## src/rtl/dcoc_pkg.sv

```systemverilog
// Package: register map, field positions and carriers for the dual comparator control block
package dcoc_pkg;

   // Register indices (printed offsets); byte address is index times four
   localparam logic [11:0] IDX_CMP2_CTRL0 = 12'hf35;
   localparam logic [11:0] IDX_CMP2_CTRL1 = 12'hf36;
   localparam logic [11:0] IDX_CMP2_NSEL = 12'hf37;
   localparam logic [11:0] IDX_CMP2_PSEL = 12'hf38;
   localparam logic [11:0] IDX_CMP1_CTRL0 = 12'hf39;
   localparam logic [11:0] IDX_CMP1_CTRL1 = 12'hf3a;
   localparam logic [11:0] IDX_CMP1_NSEL = 12'hf3b;
   localparam logic [11:0] IDX_CMP1_PSEL = 12'hf3c;
   localparam logic [11:0] IDX_MIRROR = 12'hf3d;
   // Flag register of our own: bit0 comparator one flag, bit1 comparator two flag; write 1 clears
   localparam logic [11:0] IDX_FLAGS = 12'hf3e;
   // Slot offsets inside one comparator's set of four
   localparam logic [11:0] OFS_CTRL1 = 12'h001;
   localparam logic [11:0] OFS_NSEL = 12'h002;
   localparam logic [11:0] OFS_PSEL = 12'h003;
   // Writable control zero bits: enable, polarity, hysteresis, sync
   localparam logic [7:0] CTRL0_WMASK = 8'h93;

   // Control zero field positions
   localparam int B_ENABLE = 7;
   localparam int B_RESULT = 6;
   localparam int B_INVERT = 4;
   localparam int B_HYST = 1;
   localparam int B_SYNC = 0;
   // Control one field positions
   localparam int B_RISE = 1;
   localparam int B_FALL = 0;
   localparam int SEL_W = 3;

   localparam logic [7:0] CTRL0_RST = 8'h00;
   localparam logic [7:0] CTRL1_RST = 8'h00;
   localparam logic [2:0] SEL_RST = 3'h0;
   localparam logic [31:0] RDATA_ZERO = 32'h0000_0000;

   // Negative input codes
   localparam logic [2:0] NSEL_IN0 = 3'h0;
   localparam logic [2:0] NSEL_IN3 = 3'h3;
   localparam logic [2:0] NSEL_FREF = 3'h6;
   localparam logic [2:0] NSEL_GND = 3'h7;
   // Positive input codes
   localparam logic [2:0] PSEL_IN0 = 3'h0;
   localparam logic [2:0] PSEL_IN1 = 3'h1;
   localparam logic [2:0] PSEL_DAC = 3'h5;
   localparam logic [2:0] PSEL_FREF = 3'h6;
   localparam logic [2:0] PSEL_GND = 3'h7;

   // One-hot analog switch controls for one comparator
   typedef struct packed {
      logic [3:0] ext;
      logic fref;
      logic gnd;
   } dcoc_nmux_s;

   typedef struct packed {
      logic [1:0] ext;
      logic dac;
      logic fref;
      logic gnd;
   } dcoc_pmux_s;

   // Per comparator analog controls
   typedef struct packed {
      logic enable;
      logic hysteresis_enable;
      dcoc_nmux_s nmux;
      dcoc_pmux_s pmux;
   } dcoc_analog_s;

   // Per comparator routed outputs
   typedef struct packed {
      logic shutdown_req;
      logic adc_trigger;
      logic timer_reset;
      logic pin_out;
   } dcoc_route_s;

endpackage

```

## src/rtl/dcoc_top.sv

```systemverilog
// Dual comparator output control: registers, sync, edge flags and output routing
`timescale 1ns/10ps

module dcoc_top #(
   parameter int INSTR_DIV = 4
) (
   input wire logic pclk,
   input wire logic presetn,
   input wire logic psel,
   input wire logic penable,
   input wire logic pwrite,
   input wire logic [15:0] paddr,
   input wire logic [31:0] pwdata,
   output logic [31:0] prdata,
   output logic pready,
   output logic pslverr,
   input wire logic [1:0] analog_raw,
   input wire logic tmr_clk_prescaled,
   input wire logic tmr_src_is_sysclk,
   input wire logic sleep_mode,
   input wire logic [1:0] shutdown_source_enable,
   input wire logic [1:0] conversion_trigger_select,
   input wire logic [1:0] timer_external_reset_select,
   input wire logic [1:0] compare_irq_enable,
   output dcoc_pkg::dcoc_analog_s [1:0] analog_ctrl,
   output dcoc_pkg::dcoc_route_s [1:0] route,
   output logic [1:0] compare_irq_flag,
   output logic wake_req
);

   initial begin
      if (INSTR_DIV < 1 || INSTR_DIV > 255) begin
         $error("INSTR_DIV out of range");
      end
      // The result bit is read-only, so the write mask must leave it out
      if (dcoc_pkg::CTRL0_WMASK[dcoc_pkg::B_RESULT]) begin
         $error("Result bit is writable in the control zero mask");
      end
   end

   // APB decode; word-aligned, index is byte address over four
   logic [11:0] idx;
   logic acc;
   logic wr;
   logic hit;
   assign idx = {2'b00, paddr[11:2]} | {paddr[13:12], 10'h000};
   assign acc = psel && penable;
   assign wr = acc && pwrite;
   assign pready = 1'b1;
   // Unmapped addresses answer with an error; a write still lands if only paddr[1:0] or paddr[15:14] is off
   assign hit = (idx >= dcoc_pkg::IDX_CMP2_CTRL0) && (idx <= dcoc_pkg::IDX_FLAGS) && (paddr[1:0] == 2'b00)
      && (paddr[15:14] == 2'b00);
   assign pslverr = acc && !hit;

   // Instruction cycle enable, one pulse every INSTR_DIV clocks
   logic [7:0] div_q;
   logic icyc;
   assign icyc = (div_q == 8'(INSTR_DIV - 1));
   always_ff @(posedge pclk or negedge presetn) begin
      if (!presetn) begin
         div_q <= 8'h00;
      end else begin
         div_q <= icyc ? 8'h00 : div_q + 8'h01;
      end
   end

   // Timer clock arrives from outside: three flops, the last two feeding the falling edge detect
   logic tclk_s1_q;
   logic tclk_s2_q;
   logic tclk_s3_q;
   logic tclk_fall;
   always_ff @(posedge pclk or negedge presetn) begin
      if (!presetn) begin
         tclk_s1_q <= 1'b0;
         tclk_s2_q <= 1'b0;
         tclk_s3_q <= 1'b0;
      end else begin
         tclk_s1_q <= tmr_clk_prescaled;
         tclk_s2_q <= tclk_s1_q;
         tclk_s3_q <= tclk_s2_q;
      end
   end
   // sleep gating of sync
   // A system-derived timer clock halts in sleep, so the synced path freezes
   assign tclk_fall = tclk_s3_q && !tclk_s2_q && !(sleep_mode && tmr_src_is_sysclk);

   // Raw analog results are asynchronous: two-flop sync, shared by both channels
   logic [1:0] raw_s1_q;
   logic [1:0] raw_s2_q;
   always_ff @(posedge pclk or negedge presetn) begin
      if (!presetn) begin
         raw_s1_q <= 2'b00;
         raw_s2_q <= 2'b00;
      end else begin
         raw_s1_q <= analog_raw;
         raw_s2_q <= raw_s1_q;
      end
   end

   logic [7:0] ctrl0_q [2];
   logic [1:0] ctrl1_q [2];
   logic [2:0] nsel_q [2];
   logic [2:0] psel_q [2];
   logic [1:0] result_q;
   logic [1:0] flag_q;
   logic [1:0] pin_q;
   logic [1:0] rise_pulse;
   logic [11:0] base [2];
   logic [7:0] rd_ch [2];
   assign base[0] = dcoc_pkg::IDX_CMP1_CTRL0;
   assign base[1] = dcoc_pkg::IDX_CMP2_CTRL0;

   genvar g;
   generate
      for (g = 0; g < 2; g++) begin : gen_cmp
         logic en;
         logic inv;
         logic level;
         logic rise;
         logic fall;
         logic set_ev;
         logic clr;
         logic wr_c0;
         logic wr_c1;
         logic wr_n;
         logic wr_p;
         logic synced;
         logic sel_c0;
         logic sel_c1;
         logic sel_n;
         logic sel_p;
         logic [7:0] rd_c0;
         // Slot select within this comparator's set, shared by write and read
         assign sel_c0 = (idx == base[g]);
         assign sel_c1 = (idx == base[g] + dcoc_pkg::OFS_CTRL1);
         assign sel_n = (idx == base[g] + dcoc_pkg::OFS_NSEL);
         assign sel_p = (idx == base[g] + dcoc_pkg::OFS_PSEL);
         assign wr_c0 = wr && sel_c0;
         assign wr_c1 = wr && sel_c1;
         assign wr_n = wr && sel_n;
         assign wr_p = wr && sel_p;
         assign en = ctrl0_q[g][dcoc_pkg::B_ENABLE];
         assign inv = ctrl0_q[g][dcoc_pkg::B_INVERT];
         // disabled comparator reads low before inversion, so toggles make edges
         assign level = (en & raw_s2_q[g]) ^ inv;

         always_ff @(posedge pclk or negedge presetn) begin
            if (!presetn) begin
               ctrl0_q[g] <= dcoc_pkg::CTRL0_RST;
               ctrl1_q[g] <= dcoc_pkg::CTRL1_RST[1:0];
               nsel_q[g] <= dcoc_pkg::SEL_RST;
               psel_q[g] <= dcoc_pkg::SEL_RST;
            end else begin
               if (wr_c0) begin
                  ctrl0_q[g] <= pwdata[7:0] & dcoc_pkg::CTRL0_WMASK;
               end
               if (wr_c1) begin
                  ctrl1_q[g] <= pwdata[1:0];
               end
               if (wr_n) begin
                  nsel_q[g] <= pwdata[2:0];
               end
               if (wr_p) begin
                  psel_q[g] <= pwdata[2:0];
               end
            end
         end

         assign rise = icyc && level && !result_q[g];
         assign fall = icyc && !level && result_q[g];
         assign set_ev = (rise && ctrl1_q[g][dcoc_pkg::B_RISE]) || (fall && ctrl1_q[g][dcoc_pkg::B_FALL]);
         assign clr = wr && (idx == dcoc_pkg::IDX_FLAGS) && pwdata[g];
         always_ff @(posedge pclk or negedge presetn) begin
            if (!presetn) begin
               result_q[g] <= 1'b0;
               flag_q[g] <= 1'b0;
            end else begin
               if (icyc) begin
                  result_q[g] <= level;
               end
               flag_q[g] <= set_ev | (flag_q[g] & !clr);
            end
         end

         // sync mode latches on timer clock falling edge
         assign synced = ctrl0_q[g][dcoc_pkg::B_SYNC];
         always_ff @(posedge pclk or negedge presetn) begin
            if (!presetn) begin
               pin_q[g] <= 1'b0;
            end else if (!synced || tclk_fall) begin
               pin_q[g] <= level;
            end
         end
         assign rise_pulse[g] = rise;

         // Read-back of this set; zero when not selected so sets can be OR-ed
         assign rd_c0 = ctrl0_q[g] | (8'(result_q[g]) << dcoc_pkg::B_RESULT);
         assign rd_ch[g] = sel_c0 ? rd_c0
            : sel_c1 ? {6'h00, ctrl1_q[g]}
            : sel_n ? {5'h00, nsel_q[g]}
            : sel_p ? {5'h00, psel_q[g]}
            : 8'h00;

         assign analog_ctrl[g].nmux.ext[0] = en && (nsel_q[g] == dcoc_pkg::NSEL_IN0);
         assign analog_ctrl[g].nmux.ext[1] = en && (nsel_q[g] == dcoc_pkg::NSEL_IN0 + 3'h1);
         assign analog_ctrl[g].nmux.ext[2] = en && (nsel_q[g] == dcoc_pkg::NSEL_IN3 - 3'h1);
         assign analog_ctrl[g].nmux.ext[3] = en && (nsel_q[g] == dcoc_pkg::NSEL_IN3);
         assign analog_ctrl[g].nmux.fref = en && (nsel_q[g] == dcoc_pkg::NSEL_FREF);
         assign analog_ctrl[g].nmux.gnd = en && (nsel_q[g] == dcoc_pkg::NSEL_GND);
         assign analog_ctrl[g].pmux.ext[0] = en && (psel_q[g] == dcoc_pkg::PSEL_IN0);
         assign analog_ctrl[g].pmux.ext[1] = en && (psel_q[g] == dcoc_pkg::PSEL_IN1);
         assign analog_ctrl[g].pmux.dac = en && (psel_q[g] == dcoc_pkg::PSEL_DAC);
         assign analog_ctrl[g].pmux.fref = en && (psel_q[g] == dcoc_pkg::PSEL_FREF);
         assign analog_ctrl[g].pmux.gnd = en && (psel_q[g] == dcoc_pkg::PSEL_GND);
         assign analog_ctrl[g].enable = en;
         assign analog_ctrl[g].hysteresis_enable = en && ctrl0_q[g][dcoc_pkg::B_HYST];

         assign route[g].shutdown_req = pin_q[g] && shutdown_source_enable[g];
         assign route[g].adc_trigger = rise_pulse[g] && conversion_trigger_select[g];
         assign route[g].timer_reset = pin_q[g] && timer_external_reset_select[g];
         assign route[g].pin_out = pin_q[g];
      end
   endgenerate

   assign compare_irq_flag = flag_q;
   assign wake_req = sleep_mode && |(flag_q & compare_irq_enable);

   // Read mux; the two sets and the shared registers never overlap in index
   logic [7:0] rd8;
   logic [7:0] rd_shared;
   assign rd_shared = (idx == dcoc_pkg::IDX_MIRROR) ? {6'h00, result_q}
      : (idx == dcoc_pkg::IDX_FLAGS) ? {6'h00, flag_q}
      : 8'h00;
   assign rd8 = rd_ch[0] | rd_ch[1] | rd_shared;
   assign prdata = (acc && hit && !pwrite) ? {24'h00_0000, rd8} : dcoc_pkg::RDATA_ZERO;

endmodule

```

## config.mk

```make
export PLATFORM = sky130hd
export DESIGN_NAME = dcoc_top
export DESIGN_NICKNAME = d
export VERILOG_FILES = /design/src/rtl/dcoc_pkg.sv /design/src/rtl/dcoc_top.sv
export SDC_FILE = /design/constraint.sdc
export NUM_CORES = 1
export LEC_CHECK = 0
export BUFFER_PORTS_ARGS = -buffer_cell sky130_fd_sc_hd__buf_2
export CORE_ASPECT_RATIO = 1.1
export CORE_MARGIN = 1.5
export CORE_UTILIZATION = 42
export CTS_BUF_LIST = sky130_fd_sc_hd__clkbuf_4 sky130_fd_sc_hd__clkbuf_8
export CTS_CLUSTER_DIAMETER = 50
export DETAILED_ROUTE_END_ITERATION = 10
export PLACE_DENSITY = 0.84
export SYNTH_ARGS = -nofsm -noshare
export SYNTH_HDL_FRONTEND = slang
export SYNTH_SLANG_ARGS = --single-unit
```

## constraint.sdc

```tcl
create_clock -name pclk -period 2.7 [get_ports pclk]
set_input_delay 0.27 -clock pclk [delete_from_list [all_inputs] [get_ports pclk]]
set_output_delay 0.27 -clock pclk [all_outputs]
set_load 0.02 [all_outputs]
```

==> run_results.csv, run 1 <==
group,metric,value,unit
logic_synthesis,ys_ff_latch,45,
clock_network,cts_buffers,5,
clock_network,cts_resized,0,
clock_network,cts.sinks,45,
logic_synthesis,synthSimpleGateAreaFrac,0.2404,
finish,n_fill_cell,576,
min_path,min_from,"analog_raw[1]",
drt,routedWlPerCell,13.94,um
timing,finalSetupTns,0,ps
timing,slew_violations,0,
die,row_count,30,
timing,layout_min_cycle_time,2340,ps
setup_path,startpoint,"div_q[4]",
global_route,grt_usage,0.1746,
setup_path,required,2430,ps
logic_synthesis,synth_cell_types,43,
die,start_util,0.4346,
power,leakage,1.572,nW
global_route,grt_max_degree,46,
logic_synthesis,ys_warn_count,0,
setup_path,r2r-end,"result_q[1]",
global_route,overflow,0,
timing,fin_crit_sh,0.8666,
logic_synthesis,seq_area_frac_synth,0.4210,
finish,area_delta_synth_final,16.84,%
min_path,hold_path_depth,1,
logic_synthesis,synth_top_family_by_area,"simple AND/OR/NAND/NOR gates",
die,die_width,79.10,um
min_path,min_path_type,"input pin to flip-flop",
die,coreArea,6156,sq um
finish,final_cell_mix,"82 x buf_2, 45 x dfrtp_1, 28 x mux2_2",
setup_path,reg2reg_from,"div_q[4]",
setup_path,path_cells,"or4_4 -> nor3_4 -> and4b_1 -> buf_2",
setup_path,crit_arrival,2070,ps
flow_run,drv_cap,0,
clock_network,cts_tree,"built",
logic_synthesis,synth_area_per_cell,10.13,sq um
finish,nNetsFinal,408,
placed_design,place_hpwl,4486,um
setup_path,critPathCaptureType,"output pin",
logic_synthesis,syn-cell-area,2675,sq um
global_route,antenna_found_initial,0,
logic_synthesis,synthMuxAreaShare,0.1296,
clock_network,clockRootBuffer,"clkbuf_8",
outcome,status,"finished, final reports clean",
setup_path,cp_max_fo,9,
timing,fmax,427.4,MHz
drt,vias,2191,
setup_path,crit_type,"flip-flop to output pin",
drt,avgViaCountPerCell,5.204,
setup_path,r2r_cells,3,
clock_network,clk_pin_slew_worst_paths,80,ps
drt,drcViolationCount,0,
setup_path,slowest_delay,560,ps
timing,skew,6.662,ps
clock_network,clk_latency,300,ps
timing,rsz0062_at_grt,"no",
logic_synthesis,synthCells,264,
timing,maxSlewHeadroom,0.3593,
logic_synthesis,async_reset_ff_frac,1.000,
clock_network,holdBufCountCts,0,
clock_network,post_cts_buffers,0,
die,io_pins,137,
power,ir_worst_vdd,259.8,uV
placed_design,gp_congestion,0.8344,
power,powerDensity,392.6,nW/um^2
timing,worst_pin_slew,961.0,ps
drt,ant_nets,0,
placed_design,port_buffers,82,
finish,antenna_cells,0,
setup_path,r2r_setup_slack,860,ps
logic_synthesis,synth-compound-area-share,0.07624,
logic_synthesis,synthAdderAreaFrac,0.004677,
logic_synthesis,synth_flop_cell,"dfrtp_1",
finish,drive_above_1_share,0.3636,
setup_path,crit_slowest_cell,"or4_4",
global_route,grt_pass1_wl,9246,um
global_route,grt_pass1_vias,1943,
clock_network,htree_levels,2,
die,die_height,86.70,um
drt,drt_iter0_markers,180,
logic_synthesis,synth_edf_count,0,
setup_path,critPathLaunchType,"flip-flop",
timing,setup_viol,0,
drt,wirelength,5869,um
drt,first_pass_iters,4,
finish,final_util,0.5077,
min_path,hold_end,"raw_s1_q[1]",
finish,final_common_cell,"buf_2",
logic_synthesis,synthXorXnorAreaFrac,0.02292,
timing,hold_viol_final,0,
die,die_area,6858,sq um
clock_network,clk_path_buf_depth,2,
## worst max-delay path, delay by kind of cell (launching register included)
| family | cells | cell delay (ps) |
|---|---|---|
| AND/OR/NAND/NOR | 3 | 1180 |
| buffers and inverters | 1 | 170 |
| flip-flops | 1 | 420 |
## metrics by stage
| stage | hold WS, ps | power (mW) | std cells | instance area (sq um) | setup slack [ps] |
|---|---|---|---|---|---|
| after global placement | 332.3 | 0.8143 | 414 | 3035 | 520.1 |
| final | 72.61 | 1.227 | 421 | 3126 | 360.1 |
| after floorplan | -25.59 | 0.7903 | 289 | 2769 | 659.0 |
| after global routing | 61.89 | 1.277 | 421 | 3126 | 283.3 |
| after CTS | 69.73 | 1.238 | 421 | 3126 | 357.2 |
| after detailed placement | 334.7 | 0.8162 | 414 | 3035 | 523.7 |
## synth_stat cells, types with 2 or more instances
master    instances  area share
conb_1            2      0.0028
nand2_1          13       0.018
mux2i_1           2      0.0075
o221ai_1          2      0.0065
nand3_1          17       0.032
or3_1             2      0.0047
nor4b_1           3      0.0098
and2_1            7       0.016
mux2_2           28        0.12
clkbuf_1          7      0.0098
nor2_1           14       0.020
a41oi_1           2      0.0065
a22oi_1           5       0.014
and4b_1           3       0.011
buf_4            29       0.081
a21oi_1           4      0.0075
o21a_1            3      0.0084
nor2b_1           6       0.014
inv_1             4      0.0056
nor3b_1           2      0.0056
nor3_1            8       0.015
buf_2             3      0.0056
xnor2_1           6       0.020
a22o_1            7       0.023
nand4_1           7       0.016
and3_1            6       0.014
dfrtp_1          45        0.42
nand2b_1         12       0.028
## how the worst max path moves through the flow
stage / to / depth (start not counted)
floorplan: prdata[4] / 5
global placement: prdata[6] / 6
detailed placement: prdata[6] / 6
CTS: route[2] / 4
global route: route[2] / 4
finish: route[2] / 4
## flip-flops by register name (all words and copies together) (netlist names)
| name | flops |
|---|---|
| analog_ctrl | 2 |
| compare_irq_flag | 2 |
| ctrl0_q | 6 |
| ctrl1_q | 4 |
| div_q | 8 |
| nsel_q | 6 |
| psel_q | 6 |
| raw_s1_q | 2 |
| raw_s2_q | 2 |
| result_q | 2 |
| route | 2 |
| tclk_s1_q | 1 |
| tclk_s2_q | 1 |
| tclk_s3_q | 1 |
## cell families after synthesis
| family | after synthesis |
|---|---|
| xor+xnor | 7 |
| buf+inv | 43 |
| compound gates | 27 |
| simple gates | 108 |
| flops | 45 |
| mux | 31 |
| fa+ha+maj | 1 |
| other cells | 2 |
## cell type report
type                    count  area (sq um)  area share
inverters                   4         15.01    0.004804
flip-flops and latches     45          1126      0.3603
repair buffers             84         425.4      0.1361
well taps                  80         100.1     0.03203
multi-input cells         201          1369      0.4379
clock buffers               7         90.09     0.02882
## routing by layer
layer | wire length (um) | part of all wire | track usage | vias up
met5 | 0 | 0 | 0 | -
met4 | 82 | 0.014 | 0.05742 | 0
met3 | 403 | 0.069 | 0.03368 | 9
met2 | 2921 | 0.50 | 0.3023 | 97
met1 | 2462 | 0.42 | 0.2187 | 1048
li1 | - | - | - | 1037
## report_power, final
| part | switching [mW] | leakage, nW | internal (mW) | total, mW |
|---|---|---|---|---|
| combinational | 0.0875 | 0.916 | 0.0342 | 0.122 |
| clock | 0.211 | 0.0477 | 0.213 | 0.424 |
| sequential | 0.00203 | 0.609 | 0.679 | 0.681 |
| total | 0.301 | 1.57 | 0.926 | 1.23 |
(Power assumes the default switching activity.)
==> run 2: changes to the inputs <==
Settings changed: PLACE_DENSITY 0.84 to default, PLACE_DENSITY_LB_ADDON from default to 0.05.
==> run 2 against run 1 <==
  * Worst setup slack improved by 17 ps
  * Sequential cell count unchanged
  * Hold slack improved by 3.7 ps
  * Clock-buffer cell count unchanged
  * First-iteration DRC count decreased by 42%
  * Combinational power about the same
  * Total power increased by 9.3%
  * Sequential power about the same
  * Final cell count increased by 0.48%
  * Sequential share of layout area decreased by 0.43 points
  * Largest cell class unchanged
  * Highest routed layer unchanged
  * Fmax increased by 0.72%
  * Non-clock buffer count increased by 1
==> run_results.csv, run 2 (synthesis results as in run 1) <==
group,metric,value,unit
setup_path,cp.buffers_inverters,1,
global_route,grt_usage,0.1773,
min_path,min_from,"analog_raw[0]",
placed_design,gp_congestion,0.7505,
drt,avgViaCountPerCell,5.132,
placed_design,post-place-cells,415,
finish,antenna_cells,0,
setup_path,r2r_cells,3,
finish,drive_above_1_share,0.3673,
finish,multi_input_area,1369,sq um
global_route,overflow,0,
drt,ant_nets,0,
timing,fmax,430.5,MHz
timing,layout_min_cycle_time,2323,ps
timing,worst_pin_slew,997.8,ps
setup_path,critPathLaunchType,"flip-flop",
min_path,min_path_type,"input pin to flip-flop",
clock_network,cts.sinks,45,
power,powerDensity,423.9,nW/um^2
global_route,grt_max_degree,46,
finish,area_delta_synth_final,18.24,%
power,power.total,1.341,mW
setup_path,critPathCaptureType,"output pin",
drt,vias,2171,
setup_path,slowest_delay,560,ps
min_path,hold_end,"raw_s1_q[0]",
timing,setup_slack,376.9,ps
setup_path,crit_family,"simple AND/OR/NAND/NOR gates",
drt,first_pass_iters,4,
setup_path,r2r_setup_slack,860,ps
setup_path,r2r-end,"result_q[1]",
die,die_height,86.70,um
timing,finalSetupTns,0,ps
clock_network,clockRootBuffer,"clkbuf_8",
finish,largest_reg_flops,8,
clock_network,holdBufCountCts,0,
finish,regArea,1126,sq um
setup_path,crit_arrival,2050,ps
finish,n_fill_cell,609,
die,row_count,30,
timing,hold_viol_final,0,
power,ir_worst_vdd,347.6,uV
setup_path,reg2reg_from,"div_q[4]",
timing,rsz0062_at_grt,"no",
setup_path,path_cells,"or4_4 -> nor3_4 -> and4b_1 -> buf_2",
global_route,grt_pass1_vias,1888,
finish,final_cell_mix,"82 x buf_2, 45 x dfrtp_1, 28 x mux2_2",
power,leakage,1.592,nW
timing,fin_crit_sh,0.8604,
clock_network,clk_path_buf_depth,2,
setup_path,crit_slowest_cell,"or4_4",
outcome,status,"finished, final reports clean",
setup_path,cp_max_fo,9,
die,io_pins,137,
clock_network,post_cts_buffers,0,
placed_design,dp_slack,562.0,ps
die,start_util,0.4346,
timing,maxSlewHeadroom,0.3348,
clock_network,cts_resized,0,
die,coreArea,6156,sq um
clock_network,clk_pin_slew_worst_paths,80,ps
clock_network,htree_levels,2,
placed_design,port_buffers,82,
global_route,grt_pass1_wl,9473,um
min_path,hold_path_depth,1,
drt,drcViolationCount,0,
clock_network,clk_latency,290,ps
global_route,antenna_found_initial,0,
finish,final_common_cell,"buf_2",
clock_network,cts_tree,"built",
drt,drt_iter0_markers,105,
finish,final_util,0.5138,
setup_path,required,2430,ps
die,die_width,79.10,um
clock_network,cts_buffers,5,
finish,top_register,"div_q",
drt,wirelength,5956,um
die,die_area,6858,sq um
drt,routedWlPerCell,14.08,um
finish,layout.cells.non_filler,423,
placed_design,place_hpwl,4417,um
finish,nNetsFinal,409,
timing,skew,6.661,ps
flow_run,drv_cap,0,
timing,setup_viol,0,
setup_path,crit_type,"flip-flop to output pin",
timing,slew_violations,0,
run 2: cell type report:
type                    count  area share
clock inverters             1    0.009494
multi-input cells         201      0.4328
well taps                  80     0.03165
clock buffers               7     0.02848
flip-flops and latches     45      0.3560
repair buffers             85      0.1369
inverters                   4    0.004747
run 2: worst max path at each step:
stage | to | startpoint | slack [ps] | depth (start not counted)
2_1_floorplan | prdata[4] | paddr[8] | 660 | 5
3_3_place_gp | prdata[7] | paddr[8] | 570 | 6
3_5_place_dp | prdata[4] | paddr[8] | 560 | 6
4_1_cts | route[6] | div_q[4] | 330 | 4
5_1_grt | route[6] | div_q[4] | 250 | 4
6_report | route[6] | div_q[4] | 380 | 4
run 2: through the flow:
step / cell area, sq um / hold slack (ps)
floorplan: 2769 / -25.59
global placement: 3043 / 331.9
detailed placement: 3043 / 334.7
CTS: 3163 / 67.72
global route: 3163 / 64.92
finish: 3163 / 76.29
run 2: layer usage:
metal / share of wire / GRT usage / vias up
met4: 0.0072 / 0.03828 / 0
met2: 0.46 / 0.2704 / 78
met3: 0.059 / 0.03053 / 5
li1: - / - / 1047
met1: 0.48 / 0.2644 / 1041
met5: 0 / 0 / -
run 2: report_power, final:
part	total (mW)	internal [mW]	switching, mW
registers	0.681	0.679	0.00211
logic	0.122	0.0341	0.0883
clock network	0.537	0.312	0.225
total	1.34	1.03	0.316
